`src/fsia_defines.svh`:
```
`ifndef FSIA_DEFINES_SVH
`define FSIA_DEFINES_SVH

// register offsets on the local register port
`define ADDR_FORWARD_SYNC_STATUS 8'h22
`define ADDR_IRQ_ENABLE_CONTROL 8'h23
`define ADDR_IRQ_PENDING_STATUS 8'h24

// reset and idle values
`define BYTE_ZERO 8'h00
`define IEC_RESET 8'h00

// writable bits of the enable register
`define IEC_WMASK 8'hBF

// field positions
`define BIT_GLOBAL_EN 7
`define BIT_GLOBAL_PEND 7
`define BIT_OUT1_FAIL 3
`define BIT_OUT0_FAIL 2
`define BIT_OUT1_SYNC 1
`define BIT_OUT0_SYNC 0
`define SRC_EN_MSB 5
`define BIT_IEC_RSVD 6

// reserved upper nibble of the forward status register, reserved bit six of the pending register
`define FS_RSVD_MASK 8'hF0
`define IPS_RSVD_MASK 8'h40

// synchronized forwarding mode codes
`define MODE_DISABLED 2'h0
`define MODE_BASIC 2'h1
`define MODE_INTERLEAVE 2'h2
`define MODE_CONCAT 2'h3

`endif

```
`src/fsia_pkg.sv`:
```
package fsia_pkg;
   typedef logic [1:0] sync_mode_t;
   typedef logic [7:0] reg_byte_t;
   typedef enum {TRK_OFF, TRK_ARMING, TRK_PROVEN} trk_state_t;
endpackage

```
`src/fsia_if.sv`:
```
`timescale 1ns/1ns
// one output's forwarding tracker and its owner
interface trk_if;
   import fsia_pkg::*;
   sync_mode_t mode;
   logic locked;
   logic frame_ok;
   logic loss;
   logic rd_clr;
   logic ind;
   logic fail;
   modport tracker(input mode, locked, frame_ok, loss, rd_clr,
      output ind, fail);
   modport owner(output mode, locked, frame_ok, loss, rd_clr,
      input ind, fail);
endinterface

// a bank of sticky event flags
interface flag_if #(parameter int N = 2);
   logic [N-1:0] set;
   logic [N-1:0] clr;
   logic [N-1:0] flags;
   modport bank(input set, clr, output flags);
   modport owner(output set, clr, input flags);
endinterface

```
`src/sync_tracker.sv`:
```
`timescale 1ns/1ns
`include "fsia_defines.svh"
module sync_tracker (
   input wire logic clk,
   input wire logic arst_n,
   trk_if.tracker t
);
   import fsia_pkg::*;

   trk_state_t st_q, st_d;
   logic fail_q, fail_d, ind_q;
   wire off = (t.mode == `MODE_DISABLED);
   wire proven_loss = (st_q == TRK_PROVEN) && t.loss && !off;

   // armed only once a synchronized frame went out
   always_comb
   begin
      st_d = st_q;
      unique case (st_q)
         TRK_OFF: if (!off) st_d = TRK_ARMING;
         TRK_ARMING:
            if (off) st_d = TRK_OFF;
            else if (t.frame_ok) st_d = TRK_PROVEN;
         TRK_PROVEN:
            if (off) st_d = TRK_OFF;
            else if (t.loss) st_d = TRK_ARMING;
      endcase
   end

   // sticky failure, set wins over read clear
   assign fail_d = proven_loss | (fail_q & ~t.rd_clr);

   always_ff @(posedge clk or negedge arst_n)
   begin
      if (!arst_n)
      begin
         st_q <= TRK_OFF;
         fail_q <= 1'b0;
         ind_q <= 1'b0;
      end
      else
      begin
         st_q <= st_d;
         fail_q <= fail_d;
         ind_q <= t.locked & ~off;
      end
   end

   assign t.fail = fail_q;
   assign t.ind = ind_q;
endmodule

```
`src/event_flag_bank.sv`:
```
`timescale 1ns/1ns
module event_flag_bank #(
   parameter int N = 2
) (
   input wire logic clk,
   input wire logic arst_n,
   flag_if.bank b
);
   import fsia_pkg::*;

   genvar g;
   generate
      for (g = 0; g < N; g++)
      begin : g_bit
         logic f_q;
         // sticky flag, a new event beats a clear
         always_ff @(posedge clk or negedge arst_n)
         begin
            if (!arst_n)
               f_q <= 1'b0;
            else
               f_q <= b.set[g] | (f_q & ~b.clr[g]);
         end
         assign b.flags[g] = f_q;

      end
   endgenerate
endmodule

```
`src/forwarding_status_irq_aggregator.sv`:
```
`timescale 1ns/1ns
`include "fsia_defines.svh"
// Contract
// - failure flag per output on sync loss
// - failure only after one good frame
// - status read clears failure flags, sticky otherwise
// - sync indicator follows engine lock state
// - indicator low when forwarding disabled
// - global interrupt enable at bit seven
// - transmit port enables at bits five, four
// - receive port enables bits three to zero
// - global pending when enabled source pending
// - global pending ignores global enable
// - transmit pending cleared by its status read
// - receive pending cleared by causing status reads
// - two-bit mode, zero disables forwarding
module forwarding_status_irq_aggregator (
   input wire logic MCLK,
   input wire logic ARST_N,
   input wire logic [7:0] ADDR,
   input wire fsia_pkg::reg_byte_t WDATA,
   input wire logic WR,
   input wire logic RD,
   output fsia_pkg::reg_byte_t RDATA,
   input wire fsia_pkg::sync_mode_t SYNC_MODE0,
   input wire fsia_pkg::sync_mode_t SYNC_MODE1,
   input wire logic [1:0] ENG_LOCKED,
   input wire logic [1:0] ENG_FRAME_OK,
   input wire logic [1:0] ENG_SYNC_LOSS,
   input wire logic [1:0] TX_EVENT,
   input wire logic [1:0] TX_STATUS_RD,
   input wire logic [3:0] RX_EVT_FIRST,
   input wire logic [3:0] RX_EVT_SECOND,
   input wire logic [3:0] RX_EVT_VIDEO,
   input wire logic [3:0] RX_RD_FIRST,
   input wire logic [3:0] RX_RD_SECOND,
   input wire logic [3:0] RX_RD_VIDEO,
   output logic IRQ
);
   import fsia_pkg::*;

   localparam int NOUT = 2;
   localparam int NTX = 2;
   localparam int NRX = 4;

   reg_byte_t iec_q;
   reg_byte_t rdata_q;
   logic irq_q;
   logic [NOUT-1:0] trk_ind;
   logic [NOUT-1:0] trk_fail;
   logic [NRX-1:0] rx_pend;
   logic [NTX-1:0] tx_pend;

   // address decode
   wire sel_fs = (ADDR == `ADDR_FORWARD_SYNC_STATUS);
   wire sel_iec = (ADDR == `ADDR_IRQ_ENABLE_CONTROL);
   wire sel_ips = (ADDR == `ADDR_IRQ_PENDING_STATUS);
   wire rd_fs = RD & sel_fs;
   wire rd_ips = RD & sel_ips;
   wire wr_iec = WR & sel_iec;

   // one tracker per video output
   genvar g;
   generate
      for (g = 0; g < NOUT; g++)
      begin : g_out
         trk_if t ();
         assign t.mode = (g == 0) ? SYNC_MODE0 : SYNC_MODE1;
         assign t.locked = ENG_LOCKED[g];
         assign t.frame_ok = ENG_FRAME_OK[g];
         assign t.loss = ENG_SYNC_LOSS[g];
         assign t.rd_clr = rd_fs;
         assign trk_ind[g] = t.ind;
         assign trk_fail[g] = t.fail;
         sync_tracker u_trk (
            .clk(MCLK),
            .arst_n(ARST_N),
            .t(t)
         );
      end
   endgenerate

   // transmit port pending flags
   flag_if #(.N(NTX)) txf ();
   assign txf.set = TX_EVENT;
   assign txf.clr = TX_STATUS_RD;
   assign tx_pend = txf.flags;

   event_flag_bank #(.N(NTX)) u_tx_bank (
      .clk(MCLK),
      .arst_n(ARST_N),
      .b(txf)
   );

   // receive flags: first, second and video groups per port
   flag_if #(.N(3 * NRX)) rxf ();
   assign rxf.set = {RX_EVT_VIDEO, RX_EVT_SECOND, RX_EVT_FIRST};
   assign rxf.clr = {RX_RD_VIDEO, RX_RD_SECOND, RX_RD_FIRST};

   event_flag_bank #(.N(3 * NRX)) u_rx_bank (
      .clk(MCLK),
      .arst_n(ARST_N),
      .b(rxf)
   );

   // port pending while any of its groups holds an event
   generate
      for (g = 0; g < NRX; g++)
      begin : g_rx
         assign rx_pend[g] = rxf.flags[g] | rxf.flags[NRX + g]
            | rxf.flags[2 * NRX + g];
      end
   endgenerate

   // source vector, enables and global pending
   wire [5:0] src_w = {tx_pend, rx_pend};
   wire [5:0] en_w = iec_q[`SRC_EN_MSB:0];
   wire global_en = iec_q[`BIT_GLOBAL_EN];
   wire gpend = |(src_w & en_w);
   wire irq_cause = global_en & gpend;

   // status words as software sees them
   wire [7:0] fs_word = {4'h0, trk_fail[1], trk_fail[0],
      trk_ind[1], trk_ind[0]};
   wire [7:0] ips_word = {gpend, 1'b0, src_w};

   // read selection, unmapped reads return zero
   wire [7:0] rd_mux = sel_fs ? fs_word :
      sel_iec ? iec_q :
      sel_ips ? ips_word : `BYTE_ZERO;

   // enable register, reserved bit never stored
   always_ff @(posedge MCLK or negedge ARST_N)
   begin
      if (!ARST_N)
         iec_q <= `IEC_RESET;
      else if (wr_iec)
         iec_q <= WDATA & `IEC_WMASK;
   end

   // read data for exactly one cycle after the strobe
   always_ff @(posedge MCLK or negedge ARST_N)
   begin
      if (!ARST_N)
         rdata_q <= `BYTE_ZERO;
      else if (RD)
         rdata_q <= rd_mux;
      else
         rdata_q <= `BYTE_ZERO;
   end

   // interrupt line toward the host
   always_ff @(posedge MCLK or negedge ARST_N)
   begin
      if (!ARST_N)
         irq_q <= 1'b0;
      else
         irq_q <= irq_cause;
   end

   assign RDATA = rdata_q;
   assign IRQ = irq_q;
endmodule

```
`config.mk`:
```
export PLATFORM = sky130hd
export DESIGN_NAME = forwarding_status_irq_aggregator
export DESIGN_NICKNAME = d
export VERILOG_FILES = /design/src/fsia_pkg.sv /design/src/fsia_if.sv /design/src/sync_tracker.sv /design/src/event_flag_bank.sv /design/src/forwarding_status_irq_aggregator.sv
export VERILOG_INCLUDE_DIRS = /design/src
export SDC_FILE = /design/constraint.sdc
export NUM_CORES = 1
export LEC_CHECK = 0
export BUFFER_PORTS_ARGS = -buffer_cell sky130_fd_sc_hd__buf_4
export CORE_UTILIZATION = 49
export CTS_BUF_LIST = sky130_fd_sc_hd__clkbuf_8
export CTS_CLUSTER_SIZE = 8
export DETAILED_ROUTE_END_ITERATION = 16
export GPL_ROUTABILITY_DRIVEN = 0
export PLACE_DENSITY = 0.81
export SLEW_MARGIN = 10
export SYNTH_ARGS = -nofsm -noshare
export SYNTH_HDL_FRONTEND = slang
export SYNTH_SLANG_ARGS = --single-unit
```
`constraint.sdc`:
```
create_clock -name MCLK -period 1.5 [get_ports MCLK]
set_input_delay 0.075 -clock MCLK [delete_from_list [all_inputs] [get_ports MCLK]]
set_output_delay 0.075 -clock MCLK [all_outputs]
set_load 0.01 [all_outputs]
```
Yosys cells after proc, flatten, opt, wreduce, memory -nomap -nowiden. Cells that the tools add are included.

Eq/ne operators: 15. Multiplexer cells: 16. Bitwise gates (word level): 63. Reductions and logical operators: 13.

Operators with widths (number): $mux 32 (10); $pmux 32 s3 (2); $eq 32x1->1 const B (2); $eq 32x2->1 const B (2); $eq 32x3->1 const B (2); $logic_not 32->1 (2); $mux 8 (4); $eq 8x6->1 const B (3); $or 1x1->1 (24); $and 1x1->1 (21); $not 1->1 (17); $ne 3x2->1 const B (4); $and 6x6->6 (1); $reduce_and 3->1 (2); $reduce_or 6->1 (1); $logic_and 1x1->1 (4); $logic_not 2->1 (2); $ne 2x2->1 const B (2); $logic_not 1->1 (2).

Register bits: 98. Input bits: 58. Output and inout port bits: 9.

Depth between registers and ports, before layout.
Word-level depth: 8. Mapped depth: 5.

By module. A second synthesis with hierarchy kept.

Cells, all modules: 181. Area total of the unflattened synthesis: 1888.1 um^2.

Modules (own cells, without submodules): forwarding_status_irq_aggregator (instances 1, cells an instance 69, area each 754.5 um^2, sequential area each 375.4 um^2); event_flag_bank (u_rx_bank) (instances 1, cells an instance 48, area each 525.5 um^2, sequential area each 300.3 um^2); sync_tracker (instances 2, cells an instance 28, area each 260.2 um^2, sequential area each 100.1 um^2); event_flag_bank (u_tx_bank) (instances 1, cells an instance 8, area each 87.6 um^2, sequential area each 50.0 um^2).

Least setup slack after synthesis. OpenSTA, ideal clock, no wires.

Kind: input to register. From: input port ADDR[7]. To: register iec_q[0]. Arrival: 1.479 ns. Path slack: -0.104 ns. Stages: 5. Path buffers: 1. Cells stage by stage: or4b_4 > nor3_4 > and3_4 > buf_12 > mux2_4.

Cells in the longest elaborated chain, start to end: 2.

Ends and longest elaborated chain: from (decl) (line forwarding_status_irq_aggregator.sv:20) `input wire logic [7:0] ADDR,`; $eq 8x6->1 (no source line); $and 1x1->1 (line forwarding_status_irq_aggregator.sv:60) `wire wr_iec = WR & sel_iec;`; to (signal assigned) (line forwarding_status_irq_aggregator.sv:136) `` iec_q <= `IEC_RESET; ``; to (signal assigned) (line forwarding_status_irq_aggregator.sv:138) `` iec_q <= WDATA & `IEC_WMASK; ``; to (decl) (line forwarding_status_irq_aggregator.sv:46) `reg_byte_t iec_q;`.

Every way passes these cells. A chain may end at the register's enable or synchronous reset.

Final worst setup path.
From: input port ADDR[7]. To: register rdata_q[5], in the netlist RDATA[5].

Cells in the longest elaborated chain, start to end: 5. Elaborated cells on any way between the ends: 7. Classes of those cells: eq/ne (3); mux (4).

Ends and longest elaborated chain: $eq 8x6->1 (no source line); $mux 8 (no source line) (2 in a row); $mux 8 (no source line) *; $mux 8 * (line forwarding_status_irq_aggregator.sv:146) `else if (RD)`; to (signal assigned) (line forwarding_status_irq_aggregator.sv:145) `` rdata_q <= `BYTE_ZERO; ``; to (signal assigned) (line forwarding_status_irq_aggregator.sv:147) `rdata_q <= rd_mux;`; to (signal assigned) (line forwarding_status_irq_aggregator.sv:149) `` rdata_q <= `BYTE_ZERO; ``; to (decl) (line forwarding_status_irq_aggregator.sv:47) `reg_byte_t rdata_q;`.

Every way passes the cells marked *; elsewhere a longest branch is shown, timed or not.

==> impl_results.md <==
- Setup bufs post-CTS: 0
- Layout cells sized above 1: a little under two fifths
- Gate Count Post-Synth: 143
- Clock Pin Slew Worst Setup and Hold Paths: roughly 70 ps
- Routed wire length: 3.82 mm
- Final worst setup slack: 105 ps
- Int Pwr: between 1.5 and 2 mW
- Vias in the first global route: 1476
- H-tree depth: 2
- CTS tree: yes
- Worst path required time: 1660 ps
- Core ar.: 3130 sq um
- # rows: 20
- Sw Pwr: 0.513 mW
- Arr. time, crit path: 1550 ps
- Critical Path Start Type: input pin
- Clock sink total: 37
- Worst-case clock buffer depth: 2
- Iter 0 DRT Violations: 70
- Tot GR Track Use: 23.9%
- NumNets Final: 288
- TritonCTS buffer count: 5
- Port Buf Inserts: 64
- Most common cell after layout, fill and taps aside: buf_4
- CP Capture Type: flop
- Worst vdd ir: between 800 and 900 uV
- Insertion delay to the later sink of the worst-skew pair: 280 ps
- Crit-path cells: buf_4, or4b_4, or3_1, o21ai_1, nor2_1
- Post-synthesis register bit count: 37
- Synthesized area per cell: 11.5 sq um
- Combinational power share: 15.3%
- Drt first pass iters: 4
- Final hold violation count: 0
- Clock group share of total power: 31.3%
- Via count: 1399
- Sequential power share: a little over half
- Vias per Instance: 5.11
- Number of synthesis warnings: 0
- Clk_skew: 2.74 ps
- Final Util: 77.2%
- WS Path Type: input pin to flop
- Total Power: 2.17 mW
- MaxCap Viol Count: 0
- Crit Path Max Fanout: 5
- # diodes: 0
- Finished Cell Area: ~2400 sq um
- Final TNS setup: 0 ps
- Final Setup Violations: 0
- Final HPWL DP: 2.80 mm
- RSZ-0062 raised after global routing: no
- Largest net degree at the start of global routing: 38
- Residual DRC: 0
- Mapped cell area: 1640 sq um
- Placed insts: 252
- DRT antenna net count: 0
- Initial antenna violation count: 0
- Layout Cells excl Fill: about 270
- Leakage: between 1 and 1.5 nW
- Most frequent cells in the layout: buf_4, dfrtp_1, inv_1
- Die ar.: 3590 sq um
- CP max stage delay: approximately 560 ps
- Sw frac: 23.6%
- Total gr overflow: 0
- WL/cell: 13.9 um
- Die Height: 59.9 um
- Peak Freq: 0.717 GHz
- Crit path max-delay cell type: or4b_4
- HP Class: input pin to flop
- Sequential share of the synthesized area: 56.4%
- Die W: 59.9 um
- Placed Area: 2180 sq um
- First-pass GRT wire length: 6.24 mm
- Pins over their slew limit: 0
- Area Growth Syn to Fin: 46.9%
- Clk Tree Root Cell: clkbuf_8
- Synth unique cells: 30
- DP Worst Slack: -188 ps
- Crit path time final: roughly 1400 ps
- CTS Hold Buffers Added: 15
- Hold Slack: 16.8 ps
- Starting density of the core: around 53%
- Post-CTS sizing: 0
- Status: completed
- Post-Syn Nets: approximately 200
- Fin crit share: between 90 and 100%
- P per Cell Area: 899 nW/um^2
- Num ports: 67
[power by group through the flow]
| stage | clock network (mW) | registers [mW] | logic, mW |
|---|---|---|---|
| finish | 0.679 | 1.16 | 0.333 |
| global route | 0.734 | 1.17 | 0.369 |
| CTS | 0.690 | 1.16 | 0.335 |
| detailed placement | 0 | 1.18 | 0.302 |
| global placement | 0 | 1.17 | 0.287 |
| floorplan | 0 | 1.16 | 0.144 |
[registers in the layout, indices dropped and copies added, names as in the netlist]
signal and flops:
u_rx_bank.g_bit.f_q 12, RDATA 7, u_tx_bank.g_bit.f_q 2, iec_q 7, g_out.u_trk.t.ind 2, IRQ 1
g_out.u_trk.st_q 4, g_out.u_trk.t.fail 2
[kinds of logic after synthesis]
kind of cell / share of synthesized area (%)
AOI/OAI and AO/OA: 19.3
other: 0.228
buffers and inverters: 6.25
DFF: 56.4
muxes: 6.40
and+or+nand+nor: 11.4
[path summary, 6_finish.rpt]
path | from | to | slack, ps | cells past startpoint
hold reg to reg | u_rx_bank.g_bit[1].f_q | u_rx_bank.g_bit[1].f_q | 480 | 1
hold / removal | ENG_LOCKED[1] | g_out[1].u_trk.t.ind | 20 | 2
setup reg to reg | u_rx_bank.g_bit[4].f_q | RDATA[7] | 180 | 4
min in group asynchronous | ARST_N | u_tx_bank.g_bit[1].f_q | 290 | 2
setup / recovery | ADDR[7] | RDATA[5] | 100 | 5
max in group asynchronous | ARST_N | RDATA[0] | 890 | 2
[layout make-up]
cell class	instances	area [sq um]
inverter	19	71.3
clock inverter	1	3.75
clock buffer	6	82.6
sequential	37	926
multi-input combinational	84	614
fill	208	714
timing repair buffer	83	661
tap	44	55.1
[worst max-delay path: cells and delay by family]
family | cells | cell delay [ps]
buffers and inverters | 1 | 110
AOI/OAI and AO/OA | 1 | 260
and+or+nand+nor | 3 | 1110
[synthesized netlist by cell type]
| library cell | count | share of area, % |
|---|---|---|
| dfrtp_1 | 37 | 56 |
| a21o_1 | 19 | 8.7 |
| inv_1 | 19 | 4.3 |
| a21oi_1 | 7 | 2.1 |
| mux2_4 | 7 | 6.4 |
| nor2_1 | 7 | 1.6 |
| nor3_1 | 7 | 2.1 |
| o21ai_0 | 5 | 1.5 |
| nand2_1 | 4 | 0.91 |
| o311a_1 | 4 | 2.4 |
| a22oi_1 | 3 | 1.4 |
| nand3b_1 | 3 | 1.4 |
| nor2b_1 | 3 | 1.1 |
| o22a_1 | 2 | 1.1 |
| and3_4 | 1 | 0.69 |
| buf_12 | 1 | 1.2 |
| buf_4 | 1 | 0.46 |
| clkbuf_1 | 1 | 0.23 |
| conb_1 | 1 | 0.23 |
| nand2b_1 | 1 | 0.38 |
| nor3_4 | 1 | 0.99 |
| nor3b_1 | 1 | 0.46 |
| o21a_1 | 1 | 0.46 |
| o21ai_1 | 1 | 0.30 |
| o221ai_1 | 1 | 0.53 |
| o22ai_1 | 1 | 0.38 |
| o31ai_1 | 1 | 0.46 |
| or3_1 | 1 | 0.38 |
| or3b_2 | 1 | 0.53 |
| or4b_4 | 1 | 0.84 |
[routing by layer]
metal,GRT usage [%],wire (um),up-vias
li1,-,-,671
met1,27.0,1520,682
met2,43.2,2080,42
met3,6.28,205,4
met4,8.31,23,0
met5,0,0,-
Note: power is estimated with default switching activity, not from simulation.
